### config.mk
export PLATFORM = sky130hd
export DESIGN_NAME = fwo_top
export DESIGN_NICKNAME = d
export VERILOG_FILES = /design/src/logic/fwo_pkg.sv /design/src/logic/fwo_sync.sv /design/src/logic/fwo_filter.sv /design/src/logic/fwo_top.sv
export SDC_FILE = /design/constraint.sdc
export NUM_CORES = 1
export LEC_CHECK = 0
export BUFFER_PORTS_ARGS = -buffer_cell sky130_fd_sc_hd__buf_2
export CORE_UTILIZATION = 60
export CTS_BUF_LIST = sky130_fd_sc_hd__clkbuf_4 sky130_fd_sc_hd__clkbuf_8 sky130_fd_sc_hd__clkbuf_16
export DETAILED_ROUTE_END_ITERATION = 10
export HOLD_SLACK_MARGIN = 0.15
export MAX_ROUTING_LAYER = met4
export PLACE_DENSITY = 0.89
export SLEW_MARGIN = 20
export SYNTH_ARGS = -nofsm -noshare
export SYNTH_HDL_FRONTEND = slang
export SYNTH_SLANG_ARGS = --single-unit
### constraint.sdc
create_clock -name pclk -period 4.7 [get_ports pclk]
set_clock_uncertainty 0.05 [all_clocks]
set_input_delay 0.47 -clock pclk [delete_from_list [all_inputs] [get_ports pclk]]
set_output_delay 0.47 -clock pclk [all_outputs]
set_load 0.02 [all_outputs]
### src/logic/fwo_pkg.sv
package fwo_pkg;
  // ----------------------------------------------------------------
  // clock and timing
  // ----------------------------------------------------------------
  localparam int CLK_PERIOD_NS   = 25;
  localparam int OVP_FILT_NS     = 1000;
  localparam int OTP_FILT_NS     = 2000;
  localparam int OTP_BLANK_NS    = 50000;
  localparam int REM_BLANK_NS    = 100000;
  localparam int AR_TIME_NS      = 100000;
  // round up to whole cycles
  localparam int OVP_FILT_CYC    = (OVP_FILT_NS + CLK_PERIOD_NS - 1) / CLK_PERIOD_NS;
  localparam int OTP_FILT_CYC    = (OTP_FILT_NS + CLK_PERIOD_NS - 1) / CLK_PERIOD_NS;
  localparam int OTP_BLANK_CYC   = (OTP_BLANK_NS + CLK_PERIOD_NS - 1) / CLK_PERIOD_NS;
  localparam int REM_BLANK_CYC   = (REM_BLANK_NS + CLK_PERIOD_NS - 1) / CLK_PERIOD_NS;
  localparam int AR_TIME_CYC     = (AR_TIME_NS + CLK_PERIOD_NS - 1) / CLK_PERIOD_NS;
  localparam int CNT_W           = 16;

  // ----------------------------------------------------------------
  // register map (byte addresses)
  // ----------------------------------------------------------------
  localparam logic [7:0] ADDR_CTRL   = 8'h00;
  localparam logic [7:0] ADDR_STATUS = 8'h04;
  localparam logic [7:0] ADDR_FILT   = 8'h08;
  localparam logic [7:0] ADDR_BLANK  = 8'h0C;
  localparam logic [7:0] ADDR_ARTIME = 8'h10;
  localparam int         CTRL_RUN_BIT  = 0;
  localparam int         LO_LSB        = 0;
  localparam int         HI_LSB        = 16;
  localparam logic       CTRL_RUN_RST  = 1'b1;
  localparam logic [CNT_W-1:0] OVP_FILT_RST  = CNT_W'(OVP_FILT_CYC);
  localparam logic [CNT_W-1:0] OTP_FILT_RST  = CNT_W'(OTP_FILT_CYC);
  localparam logic [CNT_W-1:0] OTP_BLANK_RST = CNT_W'(OTP_BLANK_CYC);
  localparam logic [CNT_W-1:0] REM_BLANK_RST = CNT_W'(REM_BLANK_CYC);
  localparam logic [CNT_W-1:0] AR_TIME_RST   = CNT_W'(AR_TIME_CYC);

  // ----------------------------------------------------------------
  // sequencer states, gray along idle-run-off-recover-latch
  // ----------------------------------------------------------------
  typedef enum logic [2:0] {
    ST_IDLE  = 3'b000,
    ST_RUN   = 3'b001,
    ST_OFF   = 3'b011,
    ST_AR    = 3'b010,
    ST_LATCH = 3'b110
  } fwo_state_t;
endpackage

### src/logic/fwo_sync.sv
`timescale 1ns/100ps
`default_nettype none
// two flop synchroniser for comparator levels
module fwo_sync #(
  parameter int W = 1
) (
  // clock and reset
  input  wire logic         pclk,
  input  wire logic         presetn,
  // levels
  input  wire logic [W-1:0] async_in,
  output logic      [W-1:0] sync_out
);
  logic [W-1:0] meta_q;

  // first stage feeds only the second stage
  always_ff @(posedge pclk or negedge presetn) begin
    if (!presetn) begin
      meta_q   <= '0;
      sync_out <= '0;
    end else begin
      meta_q   <= async_in;
      sync_out <= meta_q;
    end
  end
endmodule
`default_nettype wire

### src/logic/fwo_filter.sv
`timescale 1ns/100ps
`default_nettype none
// confirms a level held for a terminal count of cycles
module fwo_filter
  import fwo_pkg::*;
(
  // clock and reset
  input  wire logic             pclk,
  input  wire logic             presetn,
  // level and limit
  input  wire logic             level,
  input  wire logic [CNT_W-1:0] term_cnt,
  output logic                  confirmed
);
  logic [CNT_W-1:0] cnt_q;

  // count while the level stands, restart on any drop
  always_ff @(posedge pclk or negedge presetn) begin
    if (!presetn) begin
      cnt_q     <= '0;
      confirmed <= 1'b0;
    end else if (!level) begin
      cnt_q     <= '0;
      confirmed <= 1'b0;
    end else if (cnt_q + CNT_W'(1) >= term_cnt) begin
      confirmed <= 1'b1;
    end else begin
      cnt_q     <= cnt_q + CNT_W'(1);
    end
  end
endmodule
`default_nettype wire

### src/logic/fwo_top.sv
// Behaviour
// RULE1 - window between low and high thresholds
// RULE2 - switching only while window holds
// RULE3 - stop only after filter delay expires
// RULE4 - latch or auto-recovery per strap
// RULE5 - separate filters for high and low
// RULE6 - ignore low comparator during startup blanking
// RULE7 - doubled sense current while blanking startup
// RULE8 - protect enable on five restart events; the code sets it on three: start, bulk flag rise in run, skip exit
// RULE9 - sense current off on five events
// RULE10 - latched: no pulses, supply cycles
// RULE11 - latch cleared only by reset level
// RULE12 - overvoltage needs strong external pull-up
// RULE13 - active-on: remote input only off-mode
// RULE14 - enter off-mode above entry level
// RULE15 - leave off-mode below exit level
// RULE16 - secondary holds opto active to run
// RULE17 - blanking pulls remote input low
// RULE18 - blank on turn-on except normal off-exit
// RULE19 - blank at first start and recovery
// RULE20 - no blanking for no-load cycling
// RULE21 - off-mode uses self-supply cycling
// RULE22 - bulk flag high means run allowed
// RULE23 - synced inputs, counter filters, timers
// RULE24 - variant straps sampled at reset only
//
// Implementation choices: the APB register port and the placing of the registers.
`timescale 1ns/100ps
`default_nettype none
module fwo_top
  import fwo_pkg::*;
(
  // apb slave
  input  wire logic        pclk,
  input  wire logic        presetn,
  input  wire logic        psel,
  input  wire logic        penable,
  input  wire logic        pwrite,
  input  wire logic [7:0]  paddr,
  input  wire logic [31:0] pwdata,
  output logic      [31:0] prdata,
  output logic             pready,
  output logic             pslverr,
  // comparator levels
  input  wire logic        window_protect_above_high,
  input  wire logic        window_protect_below_low,
  input  wire logic        supply_above_turn_on,
  input  wire logic        supply_below_turn_off,
  input  wire logic        supply_below_reset,
  input  wire logic        bulk_in_range_flag,
  input  wire logic        skip_entry_reached,
  input  wire logic        skip_exit_reached,
  input  wire logic        remote_above_entry,
  input  wire logic        remote_below_exit,
  // variant straps
  input  wire logic        strap_latched,
  input  wire logic        strap_active_on,
  // control outputs
  output logic             switch_enable,
  output logic             protect_enable_signal,
  output logic             sense_current_enable,
  output logic             doubled_sense_current,
  output logic             remote_pull_low,
  output logic             self_supply_cycling,
  output logic             latched_fault,
  output logic             offmode_active
);
  // ----------------------------------------------------------------
  // input synchronisers and filters
  // ----------------------------------------------------------------
  logic [9:0] raw_v;
  logic [9:0] sy;
  logic       ovp_s, otp_s, von_s, voff_s, vrst_s, bo_s;
  logic       skin_s, skout_s, remhi_s, remlo_s;
  logic       ovp_ok, otp_ok;
  logic [CNT_W-1:0] ovp_tc_q, otp_tc_q, otp_blank_tc_q, rem_blank_tc_q, ar_tc_q;

  assign raw_v = {window_protect_above_high, window_protect_below_low,
                  supply_above_turn_on, supply_below_turn_off,
                  supply_below_reset, bulk_in_range_flag,
                  skip_entry_reached, skip_exit_reached,
                  remote_above_entry, remote_below_exit};

  fwo_sync #(.W(10)) u_sync (                               // RULE23
    .pclk     (pclk),
    .presetn  (presetn),
    .async_in (raw_v),
    .sync_out (sy)
  );

  assign {ovp_s, otp_s, von_s, voff_s, vrst_s, bo_s,
          skin_s, skout_s, remhi_s, remlo_s} = sy;

  // independent filters on the window edges
  fwo_filter u_ovp_filt (                                    // RULE5
    .pclk      (pclk),
    .presetn   (presetn),
    .level     (ovp_s),                                      // RULE12
    .term_cnt  (ovp_tc_q),
    .confirmed (ovp_ok)
  );

  fwo_filter u_otp_filt (                                    // RULE5
    .pclk      (pclk),
    .presetn   (presetn),
    .level     (otp_s),
    .term_cnt  (otp_tc_q),
    .confirmed (otp_ok)
  );

  // ----------------------------------------------------------------
  // straps, edges and internal flags
  // ----------------------------------------------------------------
  fwo_state_t       state_q;
  logic             strap_done_q, latch_var_q, act_on_var_q;
  logic             bo_d1_q;
  logic             first_start_q, left_off_q, skip_q, prot_q;
  logic             run_en_q;
  logic [CNT_W-1:0] otp_blank_q, rem_blank_q, ar_q;
  logic             bo_rise, bo_fall, fault_hit;
  logic             start_run, prot_set, prot_clr, skip_set, skip_clr;
  logic             off_enter, off_exit, ar_done, otp_blank_busy, rem_busy;

  // straps captured once, first edge after release
  always_ff @(posedge pclk or negedge presetn) begin
    if (!presetn) begin
      strap_done_q <= 1'b0;
      latch_var_q  <= 1'b0;
      act_on_var_q <= 1'b0;
    end else if (!strap_done_q) begin
      strap_done_q <= 1'b1;                                   // RULE24
      latch_var_q  <= strap_latched;
      act_on_var_q <= strap_active_on;
    end
  end

  // edge history of the bulk flag
  always_ff @(posedge pclk or negedge presetn) begin
    if (!presetn) begin
      bo_d1_q  <= 1'b0;
    end else begin
      bo_d1_q  <= bo_s;
    end
  end

  assign bo_rise        = bo_s & ~bo_d1_q;
  assign bo_fall        = ~bo_s & bo_d1_q;
  assign otp_blank_busy = (otp_blank_q != '0);
  assign rem_busy       = (rem_blank_q != '0);
  assign ar_done        = (state_q == ST_AR) && (ar_q == '0);
  // low edge ignored while startup blanking runs
  assign fault_hit      = (state_q == ST_RUN) &&
                          (ovp_ok || (otp_ok && !otp_blank_busy));  // RULE6
  // bulk flag high is the permission to run
  assign start_run      = (state_q == ST_IDLE) && von_s && bo_s &&  // RULE22
                          strap_done_q;
  // remote input acts in active-on only, not while blanked
  assign off_enter      = (state_q == ST_RUN) && act_on_var_q &&    // RULE13
                          remhi_s && !rem_busy;                     // RULE14 RULE17
  assign off_exit       = (state_q == ST_OFF) && remlo_s;           // RULE15
  assign skip_set       = (state_q == ST_RUN) && skin_s && !skip_q;
  assign skip_clr       = skip_q && skout_s;

  // protect enable set and clear events
  assign prot_set = start_run || bo_rise && (state_q == ST_RUN) ||  // RULE8
                    skip_clr;
  assign prot_clr = voff_s || bo_fall || fault_hit ||               // RULE9
                    skip_set || off_enter || (state_q != ST_RUN);

  // first start follows a reset-level supply drop
  always_ff @(posedge pclk or negedge presetn) begin
    if (!presetn) begin
      first_start_q <= 1'b1;
    end else if (vrst_s) begin
      first_start_q <= 1'b1;
    end else if (start_run) begin
      first_start_q <= 1'b0;
    end
  end

  // marks a restart after a normal off-mode exit
  always_ff @(posedge pclk or negedge presetn) begin
    if (!presetn) begin
      left_off_q <= 1'b0;
    end else if (off_exit) begin
      left_off_q <= 1'b1;
    end else if (start_run || ar_done || vrst_s) begin
      left_off_q <= 1'b0;
    end
  end

  // skip mode with hysteresis
  always_ff @(posedge pclk or negedge presetn) begin
    if (!presetn) begin
      skip_q <= 1'b0;
    end else if (skip_set) begin
      skip_q <= 1'b1;
    end else if (skip_clr || state_q != ST_RUN) begin
      skip_q <= 1'b0;
    end
  end

  // protect enable level, set wins over clear
  always_ff @(posedge pclk or negedge presetn) begin
    if (!presetn) begin
      prot_q <= 1'b0;
    end else if (prot_set) begin
      prot_q <= 1'b1;                                         // RULE8
    end else if (prot_clr) begin
      prot_q <= 1'b0;                                         // RULE9
    end
  end

  // ----------------------------------------------------------------
  // blanking and recovery timers
  // ----------------------------------------------------------------
  always_ff @(posedge pclk or negedge presetn) begin
    if (!presetn) begin
      otp_blank_q <= '0;
    end else if (prot_set && !prot_q) begin
      otp_blank_q <= otp_blank_tc_q;                          // RULE6 RULE23
    end else if (!prot_q) begin
      otp_blank_q <= '0;
    end else if (otp_blank_busy) begin
      otp_blank_q <= otp_blank_q - CNT_W'(1);
    end
  end

  // remote blanking on turn-on except a normal off-mode exit
  always_ff @(posedge pclk or negedge presetn) begin
    if (!presetn) begin
      rem_blank_q <= '0;
    end else if (start_run && !left_off_q) begin
      rem_blank_q <= rem_blank_tc_q;                          // RULE18 RULE19 RULE20
    end else if (state_q != ST_RUN) begin
      rem_blank_q <= '0;
    end else if (rem_busy) begin
      rem_blank_q <= rem_blank_q - CNT_W'(1);
    end
  end

  always_ff @(posedge pclk or negedge presetn) begin
    if (!presetn) begin
      ar_q <= '0;
    end else if (fault_hit && !latch_var_q) begin
      ar_q <= ar_tc_q;                                        // RULE4
    end else if (state_q == ST_AR && ar_q != '0) begin
      ar_q <= ar_q - CNT_W'(1);
    end
  end

  // ----------------------------------------------------------------
  // sequencer
  // ----------------------------------------------------------------
  always_ff @(posedge pclk or negedge presetn) begin
    if (!presetn) begin
      state_q <= ST_IDLE;
    end else begin
      case (state_q)
        ST_IDLE: begin
          if (start_run) begin
            state_q <= ST_RUN;
          end
        end
        ST_RUN: begin
          if (fault_hit) begin
            state_q <= latch_var_q ? ST_LATCH : ST_AR;        // RULE3 RULE4
          end else if (off_enter) begin
            state_q <= ST_OFF;                                // RULE14
          end else if (voff_s || !bo_s) begin
            state_q <= ST_IDLE;
          end
        end
        ST_OFF: begin
          if (off_exit) begin
            state_q <= ST_IDLE;                               // RULE15
          end
        end
        ST_AR: begin
          if (ar_done) begin
            state_q <= ST_IDLE;                               // RULE19
          end
        end
        ST_LATCH: begin
          if (vrst_s) begin
            state_q <= ST_IDLE;                               // RULE11
          end
        end
        default: state_q <= ST_IDLE;
      endcase
    end
  end

  // ----------------------------------------------------------------
  // registered outputs
  // ----------------------------------------------------------------
  always_ff @(posedge pclk or negedge presetn) begin
    if (!presetn) begin
      switch_enable         <= 1'b0;
      protect_enable_signal <= 1'b0;
      sense_current_enable  <= 1'b0;
      doubled_sense_current <= 1'b0;
      remote_pull_low       <= 1'b0;
      latched_fault         <= 1'b0;
      offmode_active        <= 1'b0;
    end else begin
      // window between both edges, after filtering
      switch_enable         <= (state_q == ST_RUN) && prot_q && !skip_q &&
                               !ovp_ok && !(otp_ok && !otp_blank_busy) &&  // RULE1 RULE2
                               run_en_q && !fault_hit;                     // RULE10
      protect_enable_signal <= prot_q;
      sense_current_enable  <= prot_q;
      doubled_sense_current <= prot_q && otp_blank_busy;                   // RULE7
      remote_pull_low       <= rem_busy;                                   // RULE17
      latched_fault         <= (state_q == ST_LATCH);                      // RULE10
      offmode_active        <= (state_q == ST_OFF);
    end
  end

  // startup source cycles while not running
  always_ff @(posedge pclk or negedge presetn) begin
    if (!presetn) begin
      self_supply_cycling <= 1'b1;
    end else if (state_q == ST_RUN) begin
      self_supply_cycling <= 1'b0;
    end else if (voff_s) begin
      self_supply_cycling <= 1'b1;                            // RULE10 RULE21
    end else if (von_s) begin
      self_supply_cycling <= 1'b0;
    end
  end

  // ----------------------------------------------------------------
  // apb register file, no wait states
  // ----------------------------------------------------------------
  logic        setup, wr_now, hit;
  logic [31:0] rd_mux;

  assign setup  = psel && !penable;
  assign wr_now = psel && penable && pready && pwrite;

  always_comb begin
    hit    = 1'b1;
    rd_mux = 32'h0000_0000;
    case (paddr)
      ADDR_CTRL:   rd_mux[CTRL_RUN_BIT] = run_en_q;
      ADDR_STATUS: rd_mux = {19'h0_0000, skip_q, left_off_q, first_start_q,
                             act_on_var_q, latch_var_q, otp_blank_busy, rem_busy,
                             ovp_ok, otp_ok, prot_q, state_q};
      ADDR_FILT:   rd_mux = {otp_tc_q, ovp_tc_q};
      ADDR_BLANK:  rd_mux = {rem_blank_tc_q, otp_blank_tc_q};
      ADDR_ARTIME: rd_mux[CNT_W-1:0] = ar_tc_q;
      default:     hit = 1'b0;
    endcase
  end

  // answer registered at setup, ready in the access cycle
  always_ff @(posedge pclk or negedge presetn) begin
    if (!presetn) begin
      pready  <= 1'b0;
      pslverr <= 1'b0;
      prdata  <= 32'h0000_0000;
    end else begin
      pready  <= setup;
      pslverr <= setup && !hit;
      prdata  <= (setup && !pwrite && hit) ? rd_mux : 32'h0000_0000;
    end
  end

  // writable configuration
  always_ff @(posedge pclk or negedge presetn) begin
    if (!presetn) begin
      run_en_q       <= CTRL_RUN_RST;
      ovp_tc_q       <= OVP_FILT_RST;
      otp_tc_q       <= OTP_FILT_RST;
      otp_blank_tc_q <= OTP_BLANK_RST;
      rem_blank_tc_q <= REM_BLANK_RST;
      ar_tc_q        <= AR_TIME_RST;
    end else if (wr_now) begin
      case (paddr)
        ADDR_CTRL: begin
          run_en_q <= pwdata[CTRL_RUN_BIT];
        end
        ADDR_FILT: begin
          ovp_tc_q <= pwdata[LO_LSB +: CNT_W];                // RULE23
          otp_tc_q <= pwdata[HI_LSB +: CNT_W];
        end
        ADDR_BLANK: begin
          otp_blank_tc_q <= pwdata[LO_LSB +: CNT_W];
          rem_blank_tc_q <= pwdata[HI_LSB +: CNT_W];
        end
        ADDR_ARTIME: begin
          ar_tc_q <= pwdata[LO_LSB +: CNT_W];
        end
        default: begin
        end
      endcase
    end
  end
endmodule
`default_nettype wire

---- Yosys cells after proc, flatten, opt, wreduce, memory -nomap -nowiden ----
Index checks and enable logic that the tools add are counted.
operators by class
  add/sub/neg operators ................... 5
  order comparisons ....................... 2
  equality and inequality tests ........... 19
  muxes and demuxes ....................... 41
  bitwise operators ....................... 4
  reduce and logical (&&, ||, !) cells .... 76
operators with widths
  kind                                                                   number
  16-bit 2-to-1 mux                                                      12
  15-bit case mux with 4 select lines                                    1
  16-bit nonzero test                                                    3
  16-bit by 1-bit subtractor with 16-bit output (second input constant)  3
  16-bit by 1-bit adder with 16-bit output (second input constant)       2
  16-bit greater-or-equal comparator                                     2
  1-bit logical AND                                                      32
  32-bit 2-to-1 mux                                                      1
  16-bit case mux with 2 select lines                                    1
  3-bit 2-to-1 mux                                                       8
  8-bit by 4-bit == test with 1-bit output (second input constant)       2
  16-bit zero test                                                       1
  1-bit 2-to-1 mux                                                       16
  3-bit case mux with 5 select lines                                     1
  1-bit zero test                                                        13
  1-bit logical OR                                                       12
  2-bit != test (second input constant)                                  5
  2-bit nonzero test                                                     5
  8-bit by 3-bit == test with 1-bit output (second input constant)       1
  8-bit by 5-bit == test with 1-bit output (second input constant)       1
  8-bit zero test                                                        1
  2-bit AND reduction                                                    4
  3-bit by 2-bit == test with 1-bit output (second input constant)       2
  2-bit by 1-bit != test with 1-bit output (second input constant)       3
  other kinds (11)                                                       15
word-level totals
  flip-flop bits (word level) ............. 235
  bits of input ports ..................... 57
  output and inout bits ................... 42
  word-level logic and storage cells ...... 181

---- Longest topological paths before layout ----
Gate-level depths: netlist (run 1).
  word-level depth ........................ 11
  gate-level depth with buffers ........... 14
  depth with buffers taken out ............ 13

---- Hierarchy ----
Synthesis (run 1) repeated with hierarchy kept, for this count alone.
second synthesis, totals
  cell total of the unflattened synthesis .. 1132
  area, all modules ....................... 12025.3 um^2
modules (own cells, without submodules)
  module                    times used  cells each  area each (um^2)  seq. area each (um^2)
  fwo_top                   1           733         8298.0            4560.6
  fwo_filter at u_otp_filt  1           194         1670.4            425.4
  fwo_filter at u_ovp_filt  1           185         1556.5            425.4
  fwo_sync                  1           20          500.5             500.5

---- Worst setup path before layout (run 1) ----
OpenSTA, ideal clock, no wires.
  path kind ............................... reg-to-reg
  from .................................... register u_ovp_filt.cnt_q[6]
  to ...................................... register u_ovp_filt.cnt_q[11]
  library setup time ...................... 0.119 ns
  arrival ................................. 3.141 ns
  data required time ...................... 4.531 ns
  path slack .............................. 1.390 ns
  stages on the path, launching flop included .. 14
  buffers on the path ..................... 1
  period minus slack after synthesis ...... 3.310 ns
  cell sequence ........................... dfrtp_1 > nand2_1 > or2_1 > nor3_1 > nand3_1 > xnor2_1 > ha_1 > nand4_1 > a211oi_1 > a2111oi_2 > o21ai_1 > clkbuf_1 > o31a_1 > o21a_1
on the way
  cells in the longest elaborated chain, start to end .. 3
  elaborated cells between the ends (all ways) .. 5
  classes of those cells .................. add/sub: 1; order compare: 1; eq/ne: 1; mux: 2
RTL lines
  item                                                                            RTL line                            RTL
  from (decl)                                                                     fwo_filter.sv:15                    logic [CNT_W-1:0] cnt_q;
  from (signal assigned)                                                          fwo_filter.sv:28                    cnt_q <= cnt_q + CNT_W'(1);
  16-bit by 1-bit adder with 16-bit output (*)                                    fwo_filter.sv:25, fwo_filter.sv:28
  16-bit greater-or-equal comparator / 16-bit 2-to-1 mux (equally long branches)  fwo_filter.sv:25                    end else if (cnt_q + CNT_W'(1) >= term_cnt) begin
  2-bit != test (no source line) / 16-bit 2-to-1 mux (equally long branches)      --
Every way passes the cells marked *; elsewhere a longest branch is shown, timed or not. The select of a mux whose other input is x is not followed.
A chain may end at the register's enable or synchronous reset.

---- Worst setup path after layout (run 1) ----
  from .................................... register u_ovp_filt.cnt_q[2]
  to ...................................... register u_ovp_filt.cnt_q[7]
Same word-level chain as after synthesis.

==> reports/summary.md, run 1 <==
The path with the worst hold slack has its endpoint at otp_blank_tc_q[3]. Clock-pin slew was measured on the worst setup and hold paths at 0.06 ns. The worst register-to-register path begins at u_ovp_filt.cnt_q[2]. The area occupied by multi-input gates was 5140 µm². Of all flip-flops after synthesis, the portion carrying an async set or reset was 100%. Setup repair after global routing left no endpoint under its margin. For the slack of the worst reg-to-reg path, the log shows 0.73 ns. In the detailed route, the total length drawn on met3 is 1800 µm. The detailed router finished its first iteration with 718 violations.

In this run the horizontal extent of the chip is 140 µm. The synthesized instance count came out at 1084. The commonest cells after synthesis are sky130_fd_sc_hd__dfrtp_1, sky130_fd_sc_hd__nand2_1, sky130_fd_sc_hd__nor2_1, sky130_fd_sc_hd__a21oi_1, sky130_fd_sc_hd__mux2_1. Counting flops and latches in the post-synthesis netlist gives 235.

After synthesis, the cell types taking the most area are sky130_fd_sc_hd__dfrtp_1, sky130_fd_sc_hd__dfstp_2, sky130_fd_sc_hd__mux2_1. The endpoint identified for the worst register-to-register timing path is u_ovp_filt.cnt_q[7]. sky130_fd_sc_hd__dfrtp_1 takes more of the synthesized area than any other cell. The core outline area is 18700 µm², and the total clock buffers created by CTS is 24. The tools report the worst slew margin relative to its limit as 33.1%. The tools report the number of hold violations in the final report as 0. Total of buffers placed on input and output ports: 98. In the detailed route, the total length drawn on met2 is 14000 µm. The logs give 1 for the H-tree level count and 99 for the number of primary I/O pins.

In this run the worst hold path is classified as input pin to flip-flop. In the final design database the tool counted 1295 nets. For the via count of the first global-routing pass, the log shows 9054. STA classifies the critical path endpoint as a flip-flop. The tools report the number of antenna violations at the first check in global routing as 1. Yosys instantiated no cell more often than sky130_fd_sc_hd__dfrtp_1. Die height: 140 µm. For this run, the leading register cell type out of synthesis is sky130_fd_sc_hd__dfrtp_1. Row count: 50. The tools report the netlist area before placement as 11500 µm². The first TritonRoute pass finished after 6 iterations. Synthesis-to-layout area growth: 16.1%. Buffer cell driving the clock tree root: sky130_fd_sc_hd__clkbuf_16. Dividing total power by cell area gives a power density of 454 nW/µm². Setup violations remaining at the end of the flow were counted as 0.

Buffers inserted to repair hold after CTS numbered 26. Global routing consumed, over all layers together, 30.7% of the routing resources. For the pin with the worst max-slew slack, the measured transition is 1.00 ns.

Global routing finished with a remaining overflow of 0. The run finished with clean final reports. The initial utilization of the core area, before any placement, comes to 61.3%. In this run the worst path has a maximum fanout of 15.

The routed design has 28400 µm of wire. In the final routed layout, each cell accounts on average for 19.6 µm. TritonCTS built the clock tree. Measured in cells, the most critical reg-to-reg path has a length of 14.

Dividing the detail-routed via count by the number of cells gives 6.23. The worst setup path is of the flip-flop to flip-flop kind. The startpoint identified for the worst hold timing path is pwdata[3]. In the final timing run, aggregate negative setup slack is 0 ns. After synthesis, the mean cell area works out to 10.6 µm². Detailed placement ended at an HPWL of 18300 µm. STA puts the critical path data required time at 5.06 ns.

Entering global routing, the biggest net connects 140 pins. The maximum vdd ir drop is 0.000357 V. The run gives 6.34 nW as the leakage power.

CTS saw 235 sinks. The floorplan step defined a die boundary enclosing 19700 µm². The element type at the critical path start is a flip-flop. In this run the post-CTS setup repair buffer count came out at 0. The number of fillers in the final layout is 1260.

The part of the cycle the worst path needs is 84.5%, and the sum of internal, switching and leakage power is 6.04 mW. In this run, synthesis inferred 0 flip-flops with an integrated enable. The first global-routing pass estimated 45900 µm of wire. The sequential area share after synthesis came out at 51.6%.

For the met1 wire length, the log shows 11300 µm. Routed signal wires occupy layers up through met4. For the global placement routability congestion, the log shows 0.934.

The share of synthesized area in the top cell type comes to 45.9%. The detail route stage leaves a number of antenna-violating nets equal to 0. The cell depth of the worst hold path is 2. Across the run, the number of max-cap violations was 0.

Across the whole layout, storage elements account for 5910 µm². Across all layers, the routed design uses 9048 vias. Post-synth net total: 1179. The clock insertion delay at the later pin of the skew report was 0.52 ns. The shortest period the worst path allows came out at 3.97 ns.

Data arrives at the worst endpoint at 4.33 ns. The post-cts gate resize count came out at 0. The logs give 0 for the number of max-slew violations in the final report and 0 for the residual DRC count. Synthesis instantiated 68 different standard cells from the library. Based on the critical path, the design can be clocked at up to 252 MHz. In this run the deepest clock path goes through 3 buffers. The share of cells above drive strength 1 was 18.6%; the total of warnings raised by yosys was 0.
==> placed cells by master, fill, tap and decap left out, types with 26 or more instances in the layout <==
master,netlist,layout
sky130_fd_sc_hd__buf_2,15,97
sky130_fd_sc_hd__nor3_1,30,30
sky130_fd_sc_hd__inv_1,48,48
sky130_fd_sc_hd__dfrtp_1,210,210
sky130_fd_sc_hd__ha_1,38,38
sky130_fd_sc_hd__a22oi_1,39,39
sky130_fd_sc_hd__mux2_1,55,55
sky130_fd_sc_hd__nand2_1,105,105
sky130_fd_sc_hd__a21oi_1,60,60
sky130_fd_sc_hd__nor2_1,90,89
sky130_fd_sc_hd__mux2_2,28,28
sky130_fd_sc_hd__o21ai_0,38,38
sky130_fd_sc_hd__dlygate4sd3_1,0,26
sky130_fd_sc_hd__nand3_1,30,30
==> sequential cells by signal, indices dropped and copies added (netlist names), 3 cells and up <==
signal,count
ar_q,16
ar_tc_q,16
otp_blank_q,16
otp_blank_tc_q,16
otp_tc_q,16
ovp_tc_q,16
prdata,32
rem_blank_q,16
rem_blank_tc_q,16
state_q,3
u_otp_filt.cnt_q,16
u_ovp_filt.cnt_q,16
u_sync.meta_q,10
u_sync.sync_out,10
==> metal layers <==
layer,GRT usage [%],vias up
met3,3.79,92
li1,-,4098
met5,-,-
met1,37.2,4463
met4,15.2,0
met2,50.9,395
==> power breakdown <==
group	internal (mW)	switching [mW]
registers	2.19	0.204
logic	0.571	0.948
clock network	1.35	0.788
==> kinds of logic after synthesis <==
kind of cell               after synthesis  synth area share, %
AOI/OAI and AO/OA                      234                 13.5
and+or+nand+nor                        343                 14.6
adders and majority gates               38                 4.15
buffers and inverters                   94                 3.60
other                                    1               0.0327
xor gates and xnor gates                50                 3.82
muxes                                   89                 8.68
DFF                                    235                 51.6
==> metrics by stage <==
stage	worst slack (ns)	util (%)	area, µm²	hold slack, ns	std cells
2_1_floorplan	1.39	-	11500	0.124	1084
3_3_place_gp	0.908	64.8	12100	0.282	1381
3_5_place_dp	0.785	64.8	12100	0.286	1381
4_1_cts	0.762	70.9	13300	0.151	1451
5_1_grt	0.425	71.1	13300	0.164	1453
6_report	0.731	71.1	13300	0.152	1453
==> how the worst max path moves through the flow <==
stage	start	end	slack, ns	cells after the start
floorplan	u_ovp_filt.cnt_q[6]	u_ovp_filt.cnt_q[11]	1.39	13
global placement	u_ovp_filt.cnt_q[2]	u_ovp_filt.cnt_q[8]	0.91	14
detailed placement	u_ovp_filt.cnt_q[2]	u_ovp_filt.cnt_q[8]	0.78	14
CTS	u_ovp_filt.cnt_q[2]	u_ovp_filt.cnt_q[7]	0.76	14
global route	u_ovp_filt.cnt_q[0]	u_ovp_filt.cnt_q[7]	0.43	14
finish	u_ovp_filt.cnt_q[2]	u_ovp_filt.cnt_q[7]	0.73	14
==> area by class of cell <==
| cell class | instances | area share, % |
|---|---|---|
| clock buffers | 35 | 5.45 |
| diodes | 1 | 0.0188 |
| clock inverters | 9 | 1.30 |
| multi-input cells | 755 | 38.6 |
| flip-flops and latches | 235 | 44.4 |
| well taps | 234 | 2.20 |
| inverters | 49 | 1.38 |
| repair buffers | 135 | 6.58 |
==> worst max-delay path, stage by stage, from the launching register on <==
cell,delay [ns]
sky130_fd_sc_hd__dfrtp_1,0.42
sky130_fd_sc_hd__and3_1,0.26
sky130_fd_sc_hd__nand3_1,0.10
sky130_fd_sc_hd__buf_4,0.19
sky130_fd_sc_hd__nor3_1,0.37
sky130_fd_sc_hd__nand3_1,0.19
sky130_fd_sc_hd__xnor2_1,0.19
sky130_fd_sc_hd__ha_1,0.26
sky130_fd_sc_hd__nand4_1,0.14
sky130_fd_sc_hd__a211oi_1,0.08
sky130_fd_sc_hd__a2111oi_2,0.49
sky130_fd_sc_hd__o21ai_1,0.38
sky130_fd_sc_hd__buf_4,0.31
sky130_fd_sc_hd__o31a_1,0.25
sky130_fd_sc_hd__o21a_1,0.18
Power figures use the tool's default switching activity.
==> run 2: changes to the inputs <==
clock period = 4.15 ns   (was 4.7 ns; I/O delays follow)
==> reports/summary.md, run 2 (synthesis results as in run 1) <==
The logs give 32.9% for the clock network fraction of design power and 0.904 for the global placement routability congestion. For this run, global-route usage on met2 was measured as 53.6%. Clock tree synthesis found a total of 235 sinks.

For the maximum vdd ir drop, the log shows 0.000365 V. STA classifies the critical path endpoint as a flip-flop. The final route contains 9221 vias. The global-route layer with the greatest usage was met2.

The via count of the first global-routing pass was 9432. The routed design has 29200 µm of wire. TritonCTS created 24 clock buffers. Setup slack on the worst reg-to-reg path comes out at 0.38 ns. Input and output buffers added on the ports amount to 98. After clock tree synthesis, the setup repair step added 0 buffers. At the pin with the least slew margin, the transition time is 1.01 ns.

Counting along the longest clock path gives a buffer depth of 3. The residual DRC count is 0, and the floorplan die width is 140 µm. For the internal cell power, the log shows 4.45 mW. The upper clock frequency limit is 265 MHz.

In the global route stage, met3 resource usage came out at 4.55%. The run gives 0 as the number of routed nets with antenna violations. TritonCTS built the clock tree. The ratio of routed vias to standard cells was 6.26. Leading cell type in the layout, fill and taps excluded: sky130_fd_sc_hd__dfrtp_1. The flow ran to the end, and the final reports show no timing, DRC or antenna violations.

The share of cells above drive strength 1 was 18.3%. For the final design utilization, the log shows 71.7%. The number of hold violations in the final report was 0; the aggregate global routing overflow was 0.

In this run switching power makes up 32.8% of total power. The setup TNS was 0 ns. Summed over all cells, the static leakage comes to 6.39 nW. Setup repair after global routing left no endpoint under its margin. The filler cells instantiated in the layout total 1247. After the first detailed-routing iteration, the DRC count stood at 771. Clock-pin slew was measured on the worst setup and hold paths at 0.06 ns. In this run the critical register-to-register path is captured at u_ovp_filt.cnt_q[7].

For the count of nets after finishing, the log shows 1318. The tools report the endpoint with the worst hold slack as pready. The register with the most flip-flops in the layout has 32 of them.

The logs give 40.8% for the part of the power in registers and 1 for the H-tree level count. The global-route usage over all layers came out at 31.7%. For the worst-skew pair, the clock arrives at the later sink with an insertion delay of 0.52 ns.

From synthesis to final layout, the design area changed by 17.0%. Global routing used 37.9% of the available met1 tracks. The register bank with the most flops was prdata. Data on the critical path arrives at its endpoint at 4.13 ns.

Entering global routing, the biggest net connects 126 pins. In this run the worst path has a maximum fanout of 20. Total power for the finished layout comes to 6.63 mW. The number of primary I/O pins came out at 99.

The logic depth of the worst register-to-register path was 13; the number of antenna violations at the first check in global routing was 0. The worst setup path is of the flip-flop to flip-flop kind. In the final layout, flip-flops and latches occupy 5910 µm². The element type at the critical path start is a flip-flop.

The first detailed-routing pass took 9 iterations. The critical path required time is 4.50 ns. The net switching component of the power is 2.18 mW, and the total of max-cap violations is 0.

The tools report the area of the die as 19700 µm². The buffer cell driving the clock tree root was sky130_fd_sc_hd__clkbuf_16. Dividing total power by cell area gives a power density of 495 nW/µm². The worst slew margin relative to its limit was 32.5%. The min-delay analysis places its worst path in the category input pin to flip-flop. Launch point of the worst hold path: penable. In the layout the commonest cells are sky130_fd_sc_hd__dfrtp_1, sky130_fd_sc_hd__nand2_1, sky130_fd_sc_hd__buf_2, sky130_fd_sc_hd__nor2_1, sky130_fd_sc_hd__a21oi_1. Dividing the detail-routed wire length by the instance count gives 19.8 µm.

The area occupied by multi-input gates was 5140 µm². In this run the critical register-to-register path is launched from u_ovp_filt.cnt_q[6]. The part of the cycle the worst path needs came out at 91.0%. The total of hold buffers inserted after clock tree synthesis was 46; the estimated wirelength of the detail-placed design was 18700 µm. The die height is 140 µm, and the post-cts gate resize count is 0. The worst hold path was traced through 3 stages.

The count of inserted antenna diode cells is 0. Of the total power, combinational logic draws 26.3%. The core outline area was 18700 µm²; the row count was 50. For the finished layout, the period the worst path requires is 3.77 ns.

Once the floorplan was initialized, standard cells occupied 61.3% of the core. The number of max-slew violations in the final report is 0. Wire length of the first global-routing pass: 47500 µm. The number of setup violations in the final report came out at 0.
-- run 2: layout make-up --
| type | count | share of cell area, % |
|---|---|---|
| multi-input combinational | 755 | 38.3 |
| timing repair buffer | 158 | 8.04 |
| inverter | 49 | 1.37 |
| tap | 234 | 2.18 |
| clock inverter | 3 | 0.317 |
| sequential | 235 | 44.1 |
| clock buffer | 40 | 5.69 |
-- run 2: how the worst max path moves through the flow --
stage / end / depth (start not counted) / startpoint / slack [ns]
finish: u_ovp_filt.cnt_q[7] / 13 / u_ovp_filt.cnt_q[6] / 0.38
global route: u_ovp_filt.cnt_q[7] / 13 / u_ovp_filt.cnt_q[6] / 0.14
CTS: u_ovp_filt.cnt_q[7] / 13 / u_ovp_filt.cnt_q[6] / 0.42
detailed placement: u_ovp_filt.cnt_q[8] / 13 / u_ovp_filt.cnt_q[6] / 0.43
global placement: u_ovp_filt.cnt_q[7] / 13 / u_ovp_filt.cnt_q[7] / 0.57
floorplan: u_ovp_filt.cnt_q[11] / 13 / u_ovp_filt.cnt_q[6] / 0.84
-- run 2: critical path: stages (launching register included) --
cell and delay [ns]:
sky130_fd_sc_hd__dfrtp_1 0.42, sky130_fd_sc_hd__nand2_1 0.13, sky130_fd_sc_hd__or2_1 0.31, sky130_fd_sc_hd__nor3_1 0.37, sky130_fd_sc_hd__nand3_1 0.20, sky130_fd_sc_hd__xnor2_1 0.17
sky130_fd_sc_hd__ha_1 0.29, sky130_fd_sc_hd__nand4_1 0.15, sky130_fd_sc_hd__a211oi_1 0.08, sky130_fd_sc_hd__a2111oi_2 0.51, sky130_fd_sc_hd__o21ai_1 0.27, sky130_fd_sc_hd__buf_4 0.27
sky130_fd_sc_hd__o31a_1 0.26, sky130_fd_sc_hd__o21a_1 0.18
-- run 2: power groups by stage --
stage / sequential (mW) / clock, mW / combinational, mW
2_1_floorplan: 2.67 / 0 / 1.25
3_3_place_gp: 2.72 / 0 / 1.57
3_5_place_dp: 2.73 / 0 / 1.64
4_1_cts: 2.69 / 2.19 / 1.71
5_1_grt: 2.73 / 2.28 / 1.92
6_report: 2.70 / 2.18 / 1.75
-- run 2: metal layers --
metal	vias to the layer above	routed length, µm
li1	4162	-
met1	4561	11300
met2	411	14700
met3	87	1980
met4	0	1160
met5	-	0
-- run 2: metrics by stage --
stage               instances  cell area [µm²]  setup slack [ns]  hold WS, ns
finish                   1474            13400             0.375        0.180
CTS                      1474            13400             0.415        0.162
floorplan                1084            11500             0.840       0.0694
global placement         1385            12100             0.569        0.281
detailed placement       1385            12100             0.427        0.285
global route             1474            13400             0.138        0.201
==> run 3: changes to the inputs <==
BUFFER_PORTS_ARGS = unset   (was -buffer_cell sky130_fd_sc_hd__buf_2)
CORE_UTILIZATION = 64   (was 60)
DONT_BUFFER_PORTS = 1   (was unset)
==> reports/summary.md, run 3 (synthesis results as in run 1) <==
The run finished, with violations left. The checks that failed: negative hold slack. The total number of vias is 9030. For the number of setup violations in the final report, the log shows 0. Dividing the detail-routed wire length by the instance count gives 21.7 µm.

The smallest clock period supported by the final layout is computed as 3.52 ns. The number of buffer and inverter instances along the worst setup path is 2. In this run the static leakage power is 6.01 nW. For the worst setup path, the data arrival time is 3.88 ns.

Of all nets on the critical path, the largest fanout is 17. The tools report the via count of the first global-routing pass as 9045. The die height is 136 µm. Global routing finished with a remaining overflow of 0. The run gives 24.1% as the relative contribution of combinational cells to total power. Setup repair after global routing left no endpoint under its margin. After clock tree synthesis, the setup repair step added 0 buffers. In the final layout, the share of cells above drive strength 1 is 11.3%. Register bank with the most flops: prdata.

The final hold slack was -0.464 ns; the ratio of routed vias to standard cells was 6.58. The core region is 17400 µm². Dividing total power by cell area gives a power density of 528 nW/µm². The global placement routability congestion was 0.940. The tree is rooted in a sky130_fd_sc_hd__clkbuf_16. The first global-routing pass estimated 47600 µm of wire. The clock network fraction of design power was 36.2%; the measured slew at the worst slew-check pin was 0.975 ns.

Maximum vdd ir drop: 0.000421 V. Net switching is 31.7% of the power. The critical path required time was 4.51 ns. Number of antenna violations at the first check in global routing: 0. The element type at the critical path start was a flip-flop. Estimated wirelength of the detail-placed design: 18700 µm.

In this run the tightest slew margin relative to its limit is 34.8%. The register with the most flip-flops in the layout has 32 of them. The area growth from synthesis to layout is 13.9%. The signal on the critical path passes through nand2_1 -> or2_1 -> nor3_1 -> nand3_1 -> xnor2_1 -> ha_1 -> nand4_1 -> a211oi_1 -> a2111oi_2 -> buf_4 -> o21ai_1 -> buf_4 -> o31a_1 -> o21a_1.

The detailed router finished its first iteration with 918 violations. In this run the core area contains 48 standard-cell rows. The path class of the tightest hold or removal check is input pin to async pin. The design draws 6.89 mW.

Sequential cells burn 39.6% of the power. Among all stages on the critical path, the largest delay is contributed by sky130_fd_sc_hd__dfrtp_1. In this run the power spent charging and discharging nets is 2.18 mW.

TritonCTS built the clock tree. The number of hold violations in the final report is 235. Entering global routing, the biggest net connects 236 pins. The clock-pin transition on the worst setup and hold timing paths was 0.06 ns.

The floorplan die width is 136 µm. The run gives 0 as the number of max-slew violations in the final report. By startpoint and endpoint, the worst setup path is classified as flip-flop to flip-flop.

Delay of the slowest cell on the worst path: 0.43 ns. In this run the remaining antenna-violating nets after routing total 0. The part of the cycle the worst path needs was 84.9%; the post-cts gate resize count was 0. The total of hold buffers inserted after clock tree synthesis is 50. The internal power of the cells totals 4.71 mW. Residual DRC count: 0. The number of primary I/O pins came out at 99. The logs give 235 for the sink count of the clock tree and 65.8% for the initial core utilization. The cell family contributing the most delay on the critical path is simple AND/OR/NAND/NOR gates. Leaving out fill and tap cells, the most frequent cell in the layout is sky130_fd_sc_hd__dfrtp_1.

The tool flagged a number of max-cap violations equal to 0. For the final routed database, the setup TNS stands at 0 ns. The tools report the upper clock frequency limit as 284 MHz. The number of fillers in the final layout is 1063. The total of buffers placed on input and output ports is 0, and the largest buffer count on any clock path is 3. The most numerous cell type found on the critical path is sky130_fd_sc_hd__buf_4.

The area of the die is 18400 µm². The first detailed-routing pass took 6 iterations. The logs give 0.53 ns for the clock insertion delay at the later pin of the skew report and 1 for the H-tree level count. At the end of the flow, the number of nets in the layout was 1224. The worst setup path is captured at a flip-flop. Buffers inserted during clock tree synthesis total 23.

The top cell types in the final layout, fill and taps aside, are sky130_fd_sc_hd__dfrtp_1, sky130_fd_sc_hd__nand2_1, sky130_fd_sc_hd__nor2_1, sky130_fd_sc_hd__a21oi_1, sky130_fd_sc_hd__mux2_1. For this run, the total global-route usage over all layers was measured as 34.4%. The routed wire length is 29800 µm.
[run 3: cell types whose count changed in the layout (fill, tap and decap cells not counted), moves of 4 or more]
cell / previous run / this run
sky130_fd_sc_hd__clkbuf_4: 11 / 1
sky130_fd_sc_hd__bufinv_16: 1 / 7
sky130_fd_sc_hd__dlygate4sd3_1: 46 / 50
sky130_fd_sc_hd__buf_2: 97 / 0
[run 3: final cells by class]
class                   instances  area [µm²]  area share, %
well taps                     225         282           2.16
clock buffers                  30         666           5.10
clock inverters                12         256           1.97
diodes                          1        2.50         0.0192
inverters                      49         184           1.41
flip-flops and latches        235        5910           45.3
repair buffers                 65         613           4.70
multi-input cells             755        5140           39.4
[run 3: through the flow]
| step | cell area [µm²] | worst slack [ns] | util [%] | hold slack [ns] | instances |
|---|---|---|---|---|---|
| 6_report | 13100 | 0.628 | 74.9 | -0.464 | 1372 |
| 5_1_grt | 13100 | 0.280 | 74.9 | -0.493 | 1371 |
| 4_1_cts | 13100 | 0.611 | 74.9 | -0.478 | 1371 |
| 3_5_place_dp | 11600 | 0.620 | 66.8 | 0.0739 | 1279 |
| 3_3_place_gp | 11600 | 0.778 | 66.8 | 0.0758 | 1279 |
| 2_1_floorplan | 11500 | 0.840 | - | 0.0694 | 1084 |
[run 3: power by group through the flow]
stage / Sequential (mW) / Clock [mW] / Combinational (mW)
2_1_floorplan: 2.67 / 0 / 1.25
3_3_place_gp: 2.74 / 0 / 1.48
3_5_place_dp: 2.75 / 0 / 1.55
4_1_cts: 2.72 / 2.51 / 1.63
5_1_grt: 2.75 / 2.60 / 1.82
6_report: 2.73 / 2.50 / 1.66
[run 3: path summary, 6_finish.rpt]
kind / endpoint / startpoint / cells after the start / slack (ns)
worst max-delay path: u_ovp_filt.cnt_q[8] / u_ovp_filt.cnt_q[7] / 14 / 0.63
worst min-delay path: prdata[12] / presetn / 0 / -0.46
worst max register to register: u_ovp_filt.cnt_q[8] / u_ovp_filt.cnt_q[7] / 14 / 0.63
worst min register to register: u_sync.sync_out[7] / u_sync.meta_q[7] / 0 / 0.30
max in group asynchronous: ar_tc_q[11] / presetn / 0 / 4.04
min in group pclk: prdata[0] / paddr[6] / 3 / 0.17
[run 3: metal layers]
metal,GRT usage [%],vias to the layer above,routed length [µm]
met5,-,-,0
met4,13.1,0,1070
met3,5.59,95,2280
met2,56.4,499,14900
met1,42.7,4469,11600
li1,-,3967,-
